--- src/pib_pkg.sv ---
package pib_pkg;

  typedef logic [7:0] pib_byte_t;

  localparam int PIB_ADDR_W = 8;

  // byte offsets on the register bus
  localparam logic [7:0] OFS_EN_GRP4   = 8'h00;
  localparam logic [7:0] OFS_EN_GRP5   = 8'h04;
  localparam logic [7:0] OFS_EN_GRP6   = 8'h08;
  localparam logic [7:0] OFS_PRIO_GRP1 = 8'h0C;
  localparam logic [7:0] OFS_PRIO_GRP2 = 8'h10;
  localparam logic [7:0] OFS_PRIO_GRP3 = 8'h14;
  localparam logic [7:0] OFS_PRIO_GRP4 = 8'h18;
  localparam logic [7:0] OFS_PRIO_GRP5 = 8'h1C;
  localparam logic [7:0] OFS_PRIO_GRP6 = 8'h20;
  localparam logic [7:0] OFS_CTRL      = 8'h24;
  localparam logic [7:0] OFS_STATUS    = 8'h28;

  // register indexes: storage registers first, then control and status
  localparam int        N_STORE    = 9;
  localparam logic [3:0] IDX_EN_GRP4   = 4'h0;
  localparam logic [3:0] IDX_EN_GRP5   = 4'h1;
  localparam logic [3:0] IDX_EN_GRP6   = 4'h2;
  localparam logic [3:0] IDX_PRIO_GRP1 = 4'h3;
  localparam logic [3:0] IDX_PRIO_GRP2 = 4'h4;
  localparam logic [3:0] IDX_PRIO_GRP3 = 4'h5;
  localparam logic [3:0] IDX_PRIO_GRP4 = 4'h6;
  localparam logic [3:0] IDX_PRIO_GRP5 = 4'h7;
  localparam logic [3:0] IDX_PRIO_GRP6 = 4'h8;
  localparam logic [3:0] IDX_CTRL      = 4'h9;
  localparam logic [3:0] IDX_STATUS    = 4'hA;
  localparam logic [3:0] IDX_NONE      = 4'hF;

  // implemented bits and power-on values, index order as above
  localparam pib_byte_t STORE_MASK [N_STORE] = '{8'hFF, 8'h77, 8'hF7, 8'hFF, 8'hFF,
                                                 8'hFF, 8'hFF, 8'h77, 8'hF7};
  localparam pib_byte_t STORE_RST  [N_STORE] = '{8'h00, 8'h00, 8'h00, 8'hFF, 8'hFF,
                                                 8'hFF, 8'hFF, 8'h77, 8'hF7};
  localparam logic      CTRL_RST        = 1'b0;

  // control and status fields
  localparam int CTRL_LEVELS_BIT = 7;
  localparam int CTRL_GLOBAL_BIT = 6;
  localparam int STAT_HIGH_BIT   = 0;
  localparam int STAT_LOW_BIT    = 1;

  // group 5 and group 6 layouts
  localparam int G5_CLK_RANGE = 6;
  localparam int G5_CLK_LOCK  = 5;
  localparam int G5_TMR8      = 4;
  localparam int G5_TMR6      = 2;
  localparam int G5_TMR5      = 1;
  localparam int G5_TMR4      = 0;
  localparam int G6_SER4_RX   = 7;
  localparam int G6_SER4_TX   = 6;
  localparam int G6_SER3_RX   = 5;
  localparam int G6_SER3_TX   = 4;
  localparam int G6_CMP3      = 2;

  localparam logic [1:0] RESP_OKAY   = 2'h0;
  localparam logic [1:0] RESP_DECERR = 2'h3;

endpackage

--- src/pib_axil_slave.sv ---
module pib_axil_slave
  import pib_pkg::*;
#(
  parameter int ADDR_W = PIB_ADDR_W
) (
  input  wire logic              aclk,
  input  wire logic              aresetn,
  input  wire logic [ADDR_W-1:0] awaddr,
  input  wire logic              awvalid,
  output      logic              awready,
  input  wire logic [31:0]       wdata,
  input  wire logic [3:0]        wstrb,
  input  wire logic              wvalid,
  output      logic              wready,
  output      logic [1:0]        bresp,
  output      logic              bvalid,
  input  wire logic              bready,
  input  wire logic [ADDR_W-1:0] araddr,
  input  wire logic              arvalid,
  output      logic              arready,
  output      logic [31:0]       rdata,
  output      logic [1:0]        rresp,
  output      logic              rvalid,
  input  wire logic              rready,
  output      logic              wr_en,
  output      logic [ADDR_W-1:0] wr_addr,
  output      logic [31:0]       wr_data,
  output      logic [3:0]        wr_strb,
  input  wire logic              wr_err,
  output      logic [ADDR_W-1:0] rd_addr,
  input  wire logic [31:0]       rd_data,
  input  wire logic              rd_err
);

  logic              aw_held_r;
  logic              w_held_r;
  logic [ADDR_W-1:0] awaddr_r;
  logic [31:0]       wdata_r;
  logic [3:0]        wstrb_r;
  logic              bvalid_r;
  logic [1:0]        bresp_r;
  logic              rvalid_r;
  logic [31:0]       rdata_r;
  logic [1:0]        rresp_r;

  // address and data are taken in either order; the write fires once both are held and no response is pending
  assign awready = !aw_held_r;
  assign wready  = !w_held_r;
  assign wr_en   = aw_held_r && w_held_r && !bvalid_r;
  assign wr_addr = awaddr_r;
  assign wr_data = wdata_r;
  assign wr_strb = wstrb_r;
  assign bvalid  = bvalid_r;
  assign bresp   = bresp_r;

  always_ff @(posedge aclk) begin
    if (!aresetn) begin
      aw_held_r <= 1'b0;
      awaddr_r  <= '0;
    end else if (awvalid && awready) begin
      aw_held_r <= 1'b1;
      awaddr_r  <= awaddr;
    end else if (wr_en) begin
      aw_held_r <= 1'b0;
    end
  end

  always_ff @(posedge aclk) begin
    if (!aresetn) begin
      w_held_r <= 1'b0;
      wdata_r  <= '0;
      wstrb_r  <= '0;
    end else if (wvalid && wready) begin
      w_held_r <= 1'b1;
      wdata_r  <= wdata;
      wstrb_r  <= wstrb;
    end else if (wr_en) begin
      w_held_r <= 1'b0;
    end
  end

  always_ff @(posedge aclk) begin
    if (!aresetn) begin
      bvalid_r <= 1'b0;
      bresp_r  <= RESP_OKAY;
    end else if (wr_en) begin
      bvalid_r <= 1'b1;
      bresp_r  <= wr_err ? RESP_DECERR : RESP_OKAY;
    end else if (bready) begin
      bvalid_r <= 1'b0;
    end
  end

  // one read in flight; a new address is refused until the data is taken
  assign arready = !rvalid_r;
  assign rd_addr = araddr;
  assign rvalid  = rvalid_r;
  assign rdata   = rdata_r;
  assign rresp   = rresp_r;

  always_ff @(posedge aclk) begin
    if (!aresetn) begin
      rvalid_r <= 1'b0;
      rdata_r  <= '0;
      rresp_r  <= RESP_OKAY;
    end else if (arvalid && arready) begin
      rvalid_r <= 1'b1;
      rdata_r  <= rd_data;
      rresp_r  <= rd_err ? RESP_DECERR : RESP_OKAY;
    end else if (rready) begin
      rvalid_r <= 1'b0;
    end
  end

endmodule // pib_axil_slave

--- src/pib_route.sv ---
module pib_route #(
  parameter int GROUPS = 6
) (
  input  wire logic                aclk,
  input  wire logic                aresetn,
  input  wire logic [GROUPS*8-1:0] flags,
  input  wire logic [GROUPS*8-1:0] enables,
  input  wire logic [GROUPS*8-1:0] prios,
  input  wire logic                levels_on,
  input  wire logic                global_en,
  output      logic                irq_high_r,
  output      logic                irq_low_r
);

  logic [GROUPS-1:0] grp_hi;
  logic [GROUPS-1:0] grp_lo;
  logic              irq_high_nxt;
  logic              irq_low_nxt;

  for (genvar g = 0; g < GROUPS; g++) begin : g_grp
    logic [7:0] req;
    assign req       = flags[g*8 +: 8] & enables[g*8 +: 8];
    assign grp_hi[g] = |(req & prios[g*8 +: 8]);
    assign grp_lo[g] = |(req & ~prios[g*8 +: 8]);
  end

  always_comb begin
    if (levels_on) begin
      irq_high_nxt = |grp_hi;
      irq_low_nxt  = |grp_lo;
    end else begin
      // single-level mode: priority bits ignored, global enable gates all
      irq_high_nxt = global_en && (|grp_hi || |grp_lo);
      irq_low_nxt  = 1'b0;
    end
  end

  always_ff @(posedge aclk) begin
    if (!aresetn) begin
      irq_high_r <= 1'b0;
      irq_low_r  <= 1'b0;
    end else begin
      irq_high_r <= irq_high_nxt;
      irq_low_r  <= irq_low_nxt;
    end
  end

endmodule // pib_route

--- src/pib_bank.sv ---
// Function
// - enable bit 1 lets its flag request; 0 masks that source
// - priority bit 1 routes to high request, 0 to low request
// - priority bits act only while priority levels are on
// - six priority registers, groups one to six
// - reset: enable bits clear, priority bits set; all read/write
// - unimplemented bits read zero and ignore writes
// - group-4 bits 7..1 serve channels 10..4, bit 0 enhanced channel 3
// - group-5 layout: clock tuning, timer8, timer6, timer5, timer4
// - group-6 layout: serial ports 4 and 3, comparators 3..1
// - group-1 priority layout: parallel port down to timer-1 overflow
// - group-2 priority layout: oscillator fail down to timer-3 gate
// - group-3 priority layout: timer-5 gate down to calendar clock
// - levels off: peripheral global enable needed before any request
// - priority-levels control in reset control register; clear is single level
//
// Chosen here: register access over AXI4-Lite and the register addresses.
module pib_bank
  import pib_pkg::*;
#(
  parameter int ADDR_W = PIB_ADDR_W
) (
  input  wire logic              aclk,
  input  wire logic              aresetn,
  input  wire logic [ADDR_W-1:0] awaddr,
  input  wire logic              awvalid,
  output      logic              awready,
  input  wire logic [31:0]       wdata,
  input  wire logic [3:0]        wstrb,
  input  wire logic              wvalid,
  output      logic              wready,
  output      logic [1:0]        bresp,
  output      logic              bvalid,
  input  wire logic              bready,
  input  wire logic [ADDR_W-1:0] araddr,
  input  wire logic              arvalid,
  output      logic              arready,
  output      logic [31:0]       rdata,
  output      logic [1:0]        rresp,
  output      logic              rvalid,
  input  wire logic              rready,
  input  wire logic [7:0]        flag_grp1,
  input  wire logic [7:0]        flag_grp2,
  input  wire logic [7:0]        flag_grp3,
  input  wire logic [7:0]        flag_grp4,
  input  wire logic [7:0]        flag_grp5,
  input  wire logic [7:0]        flag_grp6,
  input  wire logic [7:0]        enable_grp1_in,
  input  wire logic [7:0]        enable_grp2_in,
  input  wire logic [7:0]        enable_grp3_in,
  output      logic              irq_high_req,
  output      logic              irq_low_req,
  output      logic              priority_levels_on,
  output      logic              peripheral_global_enable
);

  pib_byte_t         regs_r [N_STORE];
  logic              levels_on_r;
  logic              global_en_r;
  logic              wr_en;
  logic [ADDR_W-1:0] wr_addr;
  logic [31:0]       wr_data;
  logic [3:0]        wr_strb;
  logic              wr_err;
  logic [ADDR_W-1:0] rd_addr;
  logic [31:0]       rd_data;
  logic              rd_err;
  logic [3:0]        wr_idx;
  logic [3:0]        rd_idx;
  logic              wr_lane0;
  logic [47:0]       flags_all;
  logic [47:0]       enables_all;
  logic [47:0]       prios_all;
  logic              irq_high_r;
  logic              irq_low_r;

  // shared by the write and read paths
  function automatic logic [3:0] reg_index(input logic [ADDR_W-1:0] a);
    logic [7:0] ofs;
    ofs = 8'(a);
    case (ofs)
      OFS_EN_GRP4:   reg_index = IDX_EN_GRP4;
      OFS_EN_GRP5:   reg_index = IDX_EN_GRP5;
      OFS_EN_GRP6:   reg_index = IDX_EN_GRP6;
      OFS_PRIO_GRP1: reg_index = IDX_PRIO_GRP1;
      OFS_PRIO_GRP2: reg_index = IDX_PRIO_GRP2;
      OFS_PRIO_GRP3: reg_index = IDX_PRIO_GRP3;
      OFS_PRIO_GRP4: reg_index = IDX_PRIO_GRP4;
      OFS_PRIO_GRP5: reg_index = IDX_PRIO_GRP5;
      OFS_PRIO_GRP6: reg_index = IDX_PRIO_GRP6;
      OFS_CTRL:      reg_index = IDX_CTRL;
      OFS_STATUS:    reg_index = IDX_STATUS;
      default:       reg_index = IDX_NONE;
    endcase
  endfunction

  pib_axil_slave #(
    .ADDR_W (ADDR_W)
  ) u_slave (
    .aclk    (aclk),
    .aresetn (aresetn),
    .awaddr  (awaddr),
    .awvalid (awvalid),
    .awready (awready),
    .wdata   (wdata),
    .wstrb   (wstrb),
    .wvalid  (wvalid),
    .wready  (wready),
    .bresp   (bresp),
    .bvalid  (bvalid),
    .bready  (bready),
    .araddr  (araddr),
    .arvalid (arvalid),
    .arready (arready),
    .rdata   (rdata),
    .rresp   (rresp),
    .rvalid  (rvalid),
    .rready  (rready),
    .wr_en   (wr_en),
    .wr_addr (wr_addr),
    .wr_data (wr_data),
    .wr_strb (wr_strb),
    .wr_err  (wr_err),
    .rd_addr (rd_addr),
    .rd_data (rd_data),
    .rd_err  (rd_err)
  );

  assign wr_idx   = reg_index(wr_addr);
  assign rd_idx   = reg_index(rd_addr);
  // status is read-only: a write there is accepted and dropped
  assign wr_err   = (wr_idx == IDX_NONE);
  assign rd_err   = (rd_idx == IDX_NONE);
  // registers are one byte wide; only lane 0 carries them
  assign wr_lane0 = wr_en && wr_strb[0];

  // three enable and six priority registers, one writer each
  for (genvar g = 0; g < N_STORE; g++) begin : g_store
    always_ff @(posedge aclk) begin
      if (!aresetn) begin
        regs_r[g] <= STORE_RST[g];
      end else if (wr_lane0 && wr_idx == 4'(g)) begin
        regs_r[g] <= wr_data[7:0] & STORE_MASK[g];
      end
    end
  end

  always_ff @(posedge aclk) begin
    if (!aresetn) begin
      levels_on_r <= CTRL_RST;
      global_en_r <= CTRL_RST;
    end else if (wr_lane0 && wr_idx == IDX_CTRL) begin
      levels_on_r <= wr_data[CTRL_LEVELS_BIT];
      global_en_r <= wr_data[CTRL_GLOBAL_BIT];
    end
  end

  always_comb begin
    rd_data = '0;
    case (rd_idx)
      IDX_CTRL: begin
        rd_data[CTRL_LEVELS_BIT] = levels_on_r;
        rd_data[CTRL_GLOBAL_BIT] = global_en_r;
      end
      IDX_STATUS: begin
        rd_data[STAT_HIGH_BIT] = irq_high_r;
        rd_data[STAT_LOW_BIT]  = irq_low_r;
      end
      IDX_NONE: rd_data = '0;
      default:  rd_data[7:0] = regs_r[rd_idx];
    endcase
  end

  // bit positions pass straight through: each source keeps its documented slot
  assign flags_all   = {flag_grp6, flag_grp5, flag_grp4,
                        flag_grp3, flag_grp2, flag_grp1};
  assign enables_all = {regs_r[IDX_EN_GRP6], regs_r[IDX_EN_GRP5],
                        regs_r[IDX_EN_GRP4], enable_grp3_in,
                        enable_grp2_in, enable_grp1_in};
  assign prios_all   = {regs_r[IDX_PRIO_GRP6], regs_r[IDX_PRIO_GRP5],
                        regs_r[IDX_PRIO_GRP4], regs_r[IDX_PRIO_GRP3],
                        regs_r[IDX_PRIO_GRP2],
                        regs_r[IDX_PRIO_GRP1]};

  pib_route #(
    .GROUPS (6)
  ) u_route (
    .aclk       (aclk),
    .aresetn    (aresetn),
    .flags      (flags_all),
    .enables    (enables_all),
    .prios      (prios_all),
    .levels_on  (levels_on_r),
    .global_en  (global_en_r),
    .irq_high_r (irq_high_r),
    .irq_low_r  (irq_low_r)
  );

  assign irq_high_req             = irq_high_r;
  assign irq_low_req              = irq_low_r;
  assign priority_levels_on       = levels_on_r;
  assign peripheral_global_enable = global_en_r;

  // checks
  logic [47:0] req_all;
  assign req_all = flags_all & enables_all;

  AST_MASKED_QUIET: assert property (
    @(posedge aclk) disable iff (!aresetn)
    (req_all == '0) |=> (!irq_high_req && !irq_low_req))
    else $error("request raised with every source masked");

  AST_ENABLED_FIRES: assert property (
    @(posedge aclk) disable iff (!aresetn)
    (levels_on_r && req_all != '0) |=> (irq_high_req || irq_low_req))
    else $error("enabled flag raised no request");

  AST_HIGH_ROUTE: assert property (
    @(posedge aclk) disable iff (!aresetn)
    (levels_on_r && |(req_all & prios_all)) |=> irq_high_req)
    else $error("high priority source not on high line");

  AST_LOW_ROUTE: assert property (
    @(posedge aclk) disable iff (!aresetn)
    (levels_on_r && |(req_all & ~prios_all)) |=> irq_low_req)
    else $error("low priority source not on low line");

  AST_LEVELS_OFF_NO_LOW: assert property (
    @(posedge aclk) disable iff (!aresetn)
    !levels_on_r |=> !irq_low_req)
    else $error("low line used while priority levels off");

  AST_GLOBAL_GATE: assert property (
    @(posedge aclk) disable iff (!aresetn)
    (!levels_on_r && !global_en_r) |=> !irq_high_req)
    else $error("request passed with peripheral global enable clear");

  AST_SINGLE_LEVEL: assert property (
    @(posedge aclk) disable iff (!aresetn)
    (!levels_on_r && global_en_r && req_all != '0) |=> irq_high_req)
    else $error("single-level request not raised");

  AST_RESET_VALUES: assert property (
    @(posedge aclk) disable iff (!aresetn)
    $past(!aresetn) |-> (regs_r[IDX_EN_GRP4] == 8'h00 && regs_r[IDX_EN_GRP6] == 8'h00
                         && regs_r[IDX_PRIO_GRP1] == 8'hFF
                         && regs_r[IDX_PRIO_GRP6] == 8'hF7 && !levels_on_r))
    else $error("wrong value after reset");

  AST_UNIMP_ZERO: assert property (
    @(posedge aclk) disable iff (!aresetn)
    (regs_r[IDX_EN_GRP5][7] == 1'b0 && regs_r[IDX_EN_GRP5][3] == 1'b0
     && regs_r[IDX_PRIO_GRP5][7] == 1'b0 && regs_r[IDX_PRIO_GRP5][3] == 1'b0
     && regs_r[IDX_EN_GRP6][3] == 1'b0 && regs_r[IDX_PRIO_GRP6][3] == 1'b0))
    else $error("unimplemented bit is set");

  AST_EN4_WRITE: assert property (
    @(posedge aclk) disable iff (!aresetn)
    (wr_lane0 && wr_idx == IDX_EN_GRP4) |=> (regs_r[IDX_EN_GRP4] == $past(wr_data[7:0])))
    else $error("group-4 enable write lost");

  AST_GRP5_TIMER8: assert property (
    @(posedge aclk) disable iff (!aresetn)
    (levels_on_r && flag_grp5 == (8'h01 << G5_TMR8) && regs_r[IDX_EN_GRP5][G5_TMR8]
     && !regs_r[IDX_PRIO_GRP5][G5_TMR8] && req_all[23:0] == '0 && req_all[47:40] == '0)
    |=> (irq_low_req && !irq_high_req))
    else $error("timer-8 slot misrouted");

  AST_GRP6_SER4: assert property (
    @(posedge aclk) disable iff (!aresetn)
    (wr_lane0 && wr_idx == IDX_EN_GRP6)
    |=> (regs_r[IDX_EN_GRP6][G6_SER4_RX] == $past(wr_data[G6_SER4_RX])
         && regs_r[IDX_EN_GRP6][G6_CMP3] == $past(wr_data[G6_CMP3])))
    else $error("group-6 enable write lost");

  AST_WRITE_RESP: assert property (
    @(posedge aclk) disable iff (!aresetn)
    wr_en |=> (bvalid && bresp == (wr_err ? RESP_DECERR : RESP_OKAY)))
    else $error("write response missing");

  COV_HIGH: cover property (
    @(posedge aclk) disable iff (!aresetn)
    levels_on_r && irq_high_req);

  COV_LOW: cover property (
    @(posedge aclk) disable iff (!aresetn)
    levels_on_r && irq_low_req);

  COV_SINGLE: cover property (
    @(posedge aclk) disable iff (!aresetn)
    !levels_on_r && global_en_r && irq_high_req);

  COV_DECERR: cover property (
    @(posedge aclk) disable iff (!aresetn)
    rvalid && rresp == RESP_DECERR);

endmodule // pib_bank

--- config.mk ---
export PLATFORM = sky130hd
export DESIGN_NAME = pib_bank
export DESIGN_NICKNAME = d
export VERILOG_FILES = /design/src/pib_pkg.sv /design/src/pib_axil_slave.sv /design/src/pib_route.sv /design/src/pib_bank.sv
export SDC_FILE = /design/constraint.sdc
export NUM_CORES = 1
export LEC_CHECK = 0
export BUFFER_PORTS_ARGS = -buffer_cell sky130_fd_sc_hd__buf_2
export CAP_MARGIN = 20
export CORE_MARGIN = 2
export CORE_UTILIZATION = 55
export CTS_BUF_LIST = sky130_fd_sc_hd__clkbuf_16
export CTS_CLUSTER_DIAMETER = 120
export DETAILED_ROUTE_END_ITERATION = 8
export PLACE_DENSITY = 0.85
export REMOVE_ABC_BUFFERS = 1
export SYNTH_ARGS = -nofsm -noshare
export SYNTH_HDL_FRONTEND = slang
export SYNTH_SLANG_ARGS = --single-unit
--- constraint.sdc ---
create_clock -name aclk -period 4.4 [get_ports aclk]
set_input_delay 0.44 -clock aclk [delete_from_list [all_inputs] [get_ports aclk]]
set_output_delay 0.44 -clock aclk [all_outputs]
set_load 0.03 [all_outputs]
==> reports/results.ini, run 1 <==
[detailed_routing]
drt_first_iter_violations=609
route.met2.wl_um=9530
antenna_left=0
wl_met1_um=8270
maxUsedRoutingLayer=met4
drc_errors=0
wl_per_cell_um=24.2
vias=5575
viasPerCell=6.36
dr_wl_met3_um=2210
wirelength_um=21200
drtPass1Iterations=5

[yosys]
synth_cells=622
yosys_warnings=0
yosysMostFrequentCell=nand2_1
yosys_most_used_dff=edfxtp_1
synth_edf_count=66
synth_top_cell_area_share_pct=34.0
ys_ff_latch=101
syn-mean-instance-area_sq_um=9.37
synth_top_area_cell=edfxtp_1
ys_async_sr_fraction_pct=0
ys_top_cells_by_area=edfxtp_1 (34%), dfxtp_1 (12%), nand3_1 (5.0%)
syn-cell-area_sq_um=5830
ys_seq_area_share_pct=46.0
ys_types=64
synth_common_cells=nand2_1 (70), edfxtp_1 (66), nand3_1 (58), dfxtp_1 (35), nor2_1 (33)

[finish]
fillCellCount=774
areaGrowthSynthToFinish_pct=15.6
final_nets=867
drive_gt1_share_pct=22.8
diodes=0

[setup_path]
required_ns=4.36
worstSetupEndpointType=flop
critPathKind=flop to flop
arrival_ns=2.71
worstPathMaxFanout=8
cp-start-kind=flop

[placement]
pre_cts_ws_ns=1.49
gp_congestion=1.09
dp_hpwl_um=17000
port_buffers=121

[clock_tree]
cts.sinks=101
cts_resized=0
cts_buffers=9
cts_root_buffer=clkbuf_16
cts_hold_buf=0
cts_setup_buffers=0
cts_buffer_depth=2
path_clk_slew_ns=0.07
htree_num_levels=3
clock_latency_ns=0.35
cts_tree=built

[pwr]
irDropWorstVdd_uv=300
power_mw=2.11
p_per_area_nw_per_um2=313
p_leak_nw=2.54

[worst_hold_path]
min_path_type=input pin to flop

[timing]
period_share_pct=62.4
fmax_ghz=0.364
hold_violations=0
fin_tns_setup_ns=0
tightestPinTransition_ns=1.08
slew_headroom_pct=27.0
setup_slack_ns=1.66
slew_viol_final=0
setup_viol=0
skew_ns=0.00934
fin_hold_ws_ns=0.324
min_period_ns=2.74
rsz0062_at_grt=false

[die]
core_sq_um=10300
initial_core_util_pct=56.5
fp.dieW_um=107
io_pins=176
rows=37
dieHeight_um=107
die_area_sq_um=11400

[global_routing]
grt_pass1_wl_um=31300
grt-ovfl-total=0
antenna_found_initial=0
grt_max_degree=27
grt_usage_pct=37.7
grt_pass1_vias=5155

[status]
status=completed

[run]
maxCapViolations=0

-- final cells by class --
cell class	instances	area [sq um]	area share (%)
Clock buffer	9	225	3.34
Inverter	11	41.3	0.613
Clock inverter	7	57.6	0.854
Timing Repair Buffer	128	651	9.65
Multi-Input combinational cell	485	2910	43.2
Sequential cell	101	2680	39.8
Tap cell	136	170	2.53
-- metal layers --
metal	global-route usage (%)	up-vias
li1	-	2504
met1	50.1	2605
met2	58.8	407
met3	6.75	59
met4	20.6	0
met5	0	-
-- state kept, by name, summed over array words and instances (netlist names), 8 cells and up --
register / flops
regs_r: 66
u_slave.wr_data: 8
u_slave.rdata: 8
u_slave.wr_addr: 8
-- placed cells by master, fill, tap and decap left out, types with 17 or more instances in the layout --
| cell type | Yosys | final |
|---|---|---|
| conb_1 | 1 | 24 |
| edfxtp_1 | 66 | 66 |
| or2_1 | 30 | 30 |
| a21oi_1 | 30 | 30 |
| buf_2 | 2 | 124 |
| nand2_1 | 70 | 70 |
| nand3b_1 | 26 | 26 |
| mux2i_1 | 17 | 17 |
| nor2_1 | 33 | 33 |
| dfxtp_1 | 35 | 35 |
| nand3_1 | 58 | 58 |
| o21ai_0 | 25 | 25 |
-- cells by family (layout without fill, tap and decap cells) --
kind of cell           count (synthesis)  in the layout  share of synthesized area [%]
AND/OR/NAND/NOR                      321            321                           30.7
AO/OA/AOI/OAI                        117            117                           13.6
flip-flops                           101            101                           46.0
buffers and inverters                 59            155                           5.54
multiplexers                          23             23                           4.08
other                                  1             24                         0.0643
-- worst max-delay path, stage by stage (launching register included) --
cell,delay [ns]
dfxtp_1,0.33
or4_4,0.60
or4_1,0.56
o21ai_0,0.87
-- where the power goes --
part           switching, mW  internal [mW]
combinational          0.190         0.0906
sequential            0.0363           1.03
clock                  0.373          0.392
-- worst paths after layout --
path | depth (start not counted) | slack (ns) | to | startpoint
setup / recovery | 3 | 1.66 | regs_r[0][0] | u_slave.wr_addr[7]
setup reg to reg | 3 | 1.66 | regs_r[0][0] | u_slave.wr_addr[7]
hold / removal | 3 | 0.32 | u_slave.aw_held_r | awvalid
hold reg to reg | 2 | 0.47 | u_slave.bresp[0] | u_slave.bresp[0]
-- through the flow --
stage          cells  area [sq um]  util, %
2_1_floorplan    597          5640        -
3_3_place_gp     856          6430     62.2
3_5_place_dp     856          6430     62.2
4_1_cts          872          6710     65.0
5_1_grt          877          6740     65.3
6_report         877          6740     65.3
(Power assumes the default switching activity.)
==> run 2, diff against run 1 <==
Settings changed: CORE_UTILIZATION 55 to 52, PLACE_DENSITY 0.85 to 0.81.
Clock period 4.4 ns to 2.6 ns, I/O delays scaled along.
==> run 2 against run 1 <==
  * Combinational power increased by 76%
  * Routed wire length decreased by 5.6%
  * Count of clock-buffer cells in the layout did not move
  * Via count decreased by 1.7%
  * Sequential power up 70%
  * Flip-flop and latch count unchanged
==> reports/results.ini, run 2 (synthesis gave the netlist of run 1 again) <==
[die]
fp.dieW_um=110  ; +2.7%
die_area_sq_um=12100  ; +5.6%
dieHeight_um=110  ; +2.7%
rows=38  ; +2.7%
initial_core_util_pct=53.6  ; -2.9 points
io_pins=176  ; unchanged
core_sq_um=10900  ; +5.5%

[timing]
fin_tns_setup_ns=0  ; unchanged
tightestPinTransition_ns=0.923  ; -0.161 ns
slew_headroom_pct=38.3  ; +11 points
setup_slack_ns=0.274  ; -1.38 ns
fin_hold_ws_ns=0.145  ; -0.179 ns
setup_viol=0  ; unchanged
fmax_ghz=0.430  ; +18%
period_share_pct=89.5  ; +27 points
skew_ns=0.0110  ; +0.00168 ns
hold_violations=0  ; unchanged
rsz0062_at_grt=false
slew_viol_final=0  ; unchanged
min_period_ns=2.33  ; -0.418 ns

[pwr]
swShare_pct=27.4  ; -1.0 points
clock_power_share_pct=35.3  ; -1.0 points
combPwrFrac_pct=14.0  ; +0.7 points
cellInternalPower_mw=2.58  ; +70%
power_switching_mw=0.970  ; +62%
seqPwrFrac_pct=50.8  ; +0.4 points
irDropWorstVdd_uv=448  ; +49%
power_mw=3.55  ; +68%
p_per_area_nw_per_um2=515  ; +65%
p_leak_nw=2.63  ; +3.4%

[placement]
dp_cells=882  ; +3.0%
port_buffers=121  ; unchanged
dp_hpwl_um=16100  ; -5.0%
gp_congestion=1.11  ; +1.6%
pre_cts_ws_ns=0.339  ; -1.15 ns

[worst_hold_path]
min_path_type=input pin to flop

[global_routing]
grt_max_degree=26  ; -3.7%
grt_pass1_vias=5140  ; -0.29%
grt_usage_pct=34.3  ; -3.4 points
grt-ovfl-total=0  ; unchanged
grt_pass1_wl_um=29800  ; -4.7%
antenna_found_initial=0  ; unchanged

[detailed_routing]
wl_per_cell_um=22.3  ; -7.8%
vias=5482  ; -1.7%
drt_first_iter_violations=438  ; -28%
wirelength_um=20000  ; -5.6%
drc_errors=0  ; unchanged
viasPerCell=6.10  ; -4.0%
antenna_left=0  ; unchanged
drtPass1Iterations=5  ; unchanged

[setup_path]
cp-start-kind=flop
required_ns=2.81  ; -1.55 ns
worstSetupEndpointType=flop
critPathKind=flop to flop
arrival_ns=2.53  ; -0.18 ns
worstPathMaxFanout=10  ; +2

[clock_tree]
cts_resized=0  ; unchanged
cts_buffers=9  ; unchanged
path_clk_slew_ns=0.07  ; about the same
cts_tree=built
cts_buffer_depth=2  ; unchanged
cts_hold_buf=0  ; unchanged
cts_setup_buffers=0  ; unchanged
cts.sinks=101  ; unchanged
htree_num_levels=3  ; unchanged
clock_latency_ns=0.34  ; about the same
cts_root_buffer=clkbuf_16

[finish]
final_nets=884  ; +2.0%
layout_common_cells=buf_2 (121), nand2_1 (70), edfxtp_1 (66), nand3_1 (58), dfxtp_1 (35)
instances_no_fill=898  ; +2.4%
regMostFlops=regs_r
areaGrowthSynthToFinish_pct=18.0
fillCellCount=931  ; +20%
diodes=0  ; unchanged
drive_gt1_share_pct=24.5  ; +1.7 points
layout_commonest_cell=buf_2
largest_reg_flops=66  ; unchanged

[status]
status=completed

[run]
maxCapViolations=0  ; unchanged

[run 2: final timing paths]
check	from	endpoint	slack, ns	depth (start not counted)
max	u_slave.wr_addr[0]	regs_r[2][5]	0.27	5
min	awvalid	u_slave.aw_held_r	0.15	3
max reg2reg	u_slave.wr_addr[0]	regs_r[2][5]	0.27	5
min reg2reg	u_slave.wr_strb[0]	u_slave.wr_strb[0]	0.48	2
[run 2: cell type report]
cell class / count / area [sq um] / share of cell area (%)
tap: 140 / 175 / 2.55
multi-input combinational: 485 / 2910 / 42.3
clock inverter: 7 / 57.6 / 0.837
inverter: 11 / 41.3 / 0.600
timing repair buffer: 145 / 786 / 11.4
sequential: 101 / 2680 / 39.0
clock buffer: 9 / 225 / 3.27
[run 2: power groups by stage]
stage,Combinational [mW],Clock (mW),Sequential [mW]
after floorplan,0.245,0,1.82
after global placement,0.478,0,1.83
after detailed placement,0.483,0,1.83
after CTS,0.486,1.26,1.80
after global routing,0.536,1.34,1.80
final,0.495,1.25,1.80
[run 2: metrics by stage]
| stage | cell area, sq um | utilization [%] |
|---|---|---|
| final | 6880 | 63.2 |
| after global routing | 6880 | 63.2 |
| after CTS | 6880 | 63.2 |
| after detailed placement | 6600 | 60.6 |
| after global placement | 6600 | 60.6 |
| after floorplan | 5640 | - |
[run 2: per-layer routing]
metal | GRT usage (%) | up-vias | routed length [um]
met5 | 0 | - | 0
met4 | 19.1 | 0 | 1100
met3 | 6.28 | 64 | 2040
met2 | 55.1 | 327 | 9160
met1 | 43.6 | 2559 | 7710
li1 | - | 2532 | -
[run 2: critical path, stage by stage, from the launching register on]
cell	delay, ns
dfxtp_1	0.34
or4_4	0.57
nor4_4	0.42
nand2_1	0.28
nor2_1	0.39
and2_1	0.20
==> run 3, diff against run 2 <==
Settings changed: CORE_ASPECT_RATIO from default to 1.4, SLEW_MARGIN from default to 25.
==> run 3 against run 2 <==
  * Non-clock buffer count is 6 higher
  * Routed wire length is 9.0% higher
  * Register-to-register slack better by 0.05 ns
  * Count of clock-buffer cells in the layout stayed put
  * Critical endpoint is now regs_r[7][2]
  * Critical path type unchanged
  * Sequential share of layout area is 0.29 points lower
  * Via count is 4.1% higher
  * Flip-flop and latch count stayed put
  * Critical path depth is 1 lower
  * Cell count is 0.78% higher
  * Utilization is 0.60 points higher
==> reports/results.ini, run 3 (synthesis gave the netlist of run 1 again) <==
[pwr]
p_leak_nw=2.66  ; +1.2%
p_per_area_nw_per_um2=523  ; +1.5%
power_mw=3.63  ; +2.3%
irDropWorstVdd_uv=421  ; -5.9%

[placement]
dp_cells=889  ; +0.79%
gp_congestion=1.05  ; -5.3%
port_buffers=121  ; unchanged
dp_hpwl_um=17700  ; +10%

[global_routing]
grt_max_degree=26  ; unchanged
grt_pass1_wl_um=31600  ; +6.2%
antenna_found_initial=0  ; unchanged
grt_usage_pct=36.3  ; +2.0 points
grt-ovfl-total=0  ; unchanged
grt_pass1_vias=5480  ; +6.6%

[clock_tree]
cts_hold_buf=0  ; unchanged
cts.sinks=101  ; unchanged
path_clk_slew_ns=0.07  ; about the same
cts_buffer_depth=2  ; unchanged
cts_tree=built
cts_buffers=9  ; unchanged
cts_resized=0  ; unchanged
cts_root_buffer=clkbuf_16
htree_num_levels=3  ; unchanged
clock_latency_ns=0.34  ; about the same
cts_setup_buffers=0  ; unchanged

[die]
io_pins=176  ; unchanged
fp.dieW_um=93.5  ; -15%
core_sq_um=10900  ; -0.19%
dieHeight_um=129  ; +18%
initial_core_util_pct=53.7  ; +0.10 points
rows=45  ; +18%
die_area_sq_um=12100  ; +0.10%

[finish]
layout_commonest_cell=buf_2
regMostFlops=regs_r
drive_gt1_share_pct=25.3  ; +0.72 points
diodes=0  ; unchanged
final_nets=890  ; +0.68%
layout_common_cells=buf_2 (121), nand2_1 (70), edfxtp_1 (66), nand3_1 (58), dfxtp_1 (35)
areaGrowthSynthToFinish_pct=18.9
largest_reg_flops=66  ; unchanged
instances_no_fill=905  ; +0.78%

[timing]
slew_viol_final=0  ; unchanged
period_share_pct=87.7  ; -1.8 points
setup_viol=0  ; unchanged
slew_headroom_pct=39.4  ; +1.0 points
skew_ns=0.00811  ; -0.00291 ns
min_period_ns=2.28  ; -0.0471 ns
hold_violations=0  ; unchanged
tightestPinTransition_ns=0.908  ; -0.0153 ns
rsz0062_at_grt=false
fin_hold_ws_ns=0.151  ; +0.00596 ns
fmax_ghz=0.439  ; +2.1%
fin_tns_setup_ns=0  ; unchanged

[setup_path]
crit_slowest_cell=or4b_4
reg2reg_depth=4  ; -1
path_cells=or4_4 > or4b_4 > o21ai_0 > buf_4
crit_path_max_incr_delay_ns=0.61  ; +0.04 ns
cp-start-kind=flop
required_ns=2.66  ; -0.15 ns
arrival_ns=2.34  ; -0.19 ns
worstSetupEndpointType=flop
critPathKind=flop to flop
worstPathMaxFanout=6  ; -4

[worst_hold_path]
min_path_type=input pin to flop
hold_depth=3  ; unchanged

[detailed_routing]
antenna_left=0  ; unchanged
wl_per_cell_um=24.1  ; +8.1%
drc_errors=0  ; unchanged
vias=5705  ; +4.1%
wirelength_um=21800  ; +9.0%
drt_first_iter_violations=495  ; +13%
drtPass1Iterations=5  ; unchanged
viasPerCell=6.30  ; +3.3%

[run]
maxCapViolations=0  ; unchanged

[status]
status=completed

-- run 3: final cells by class --
type                            count  area, sq um
Fill cell                         900         3940
Sequential cell                   101         2680
Tap cell                          141          176
Clock inverter                      7         62.6
Clock buffer                        9          225
Inverter                           11         41.3
Multi-Input combinational cell    485         2910
Timing Repair Buffer              151          831
-- run 3: stage by stage --
step / setup slack (ns) / instance area [sq um] / utilization [%]
after CTS: 0.319 / 6930 / 63.8
after global routing: 0.224 / 6930 / 63.8
after global placement: 0.318 / 6640 / 61.1
final: 0.321 / 6930 / 63.8
after floorplan: 0.0763 / 5640 / -
after detailed placement: 0.338 / 6640 / 61.1
-- run 3: final timing paths --
check / startpoint / slack, ns / end
setup / recovery: u_slave.wr_addr[0] / 0.32 / regs_r[7][2]
hold / removal: awaddr[5] / 0.15 / u_slave.wr_addr[5]
setup reg to reg: u_slave.wr_addr[0] / 0.32 / regs_r[7][2]
hold reg to reg: u_slave.bresp[0] / 0.48 / u_slave.bresp[0]
-- run 3: power breakdown --
group / internal [mW] / switching [mW] / total [mW] / leakage (nW)
combinational: 0.175 / 0.330 / 0.505 / 1.71
sequential: 1.74 / 0.0643 / 1.80 / 0.811
clock: 0.674 / 0.643 / 1.32 / 0.145
-- run 3: critical path: cells and delay by family (launching register included) --
| kind | cells | cell delay (ns) |
|---|---|---|
| compound gates | 1 | 0.25 |
| flops | 1 | 0.35 |
| simple gates | 2 | 1.19 |
| buf+inv | 1 | 0.20 |
-- run 3: routing by layer --
layer / up-vias / share of wire (%) / track usage, %
met1: 2707 / 35 / 41.1
met4: 0 / 7.1 / 23.2
met3: 87 / 7.4 / 4.83
li1: 2558 / - / -
met5: - / 0 / 0
met2: 353 / 50 / 64.0
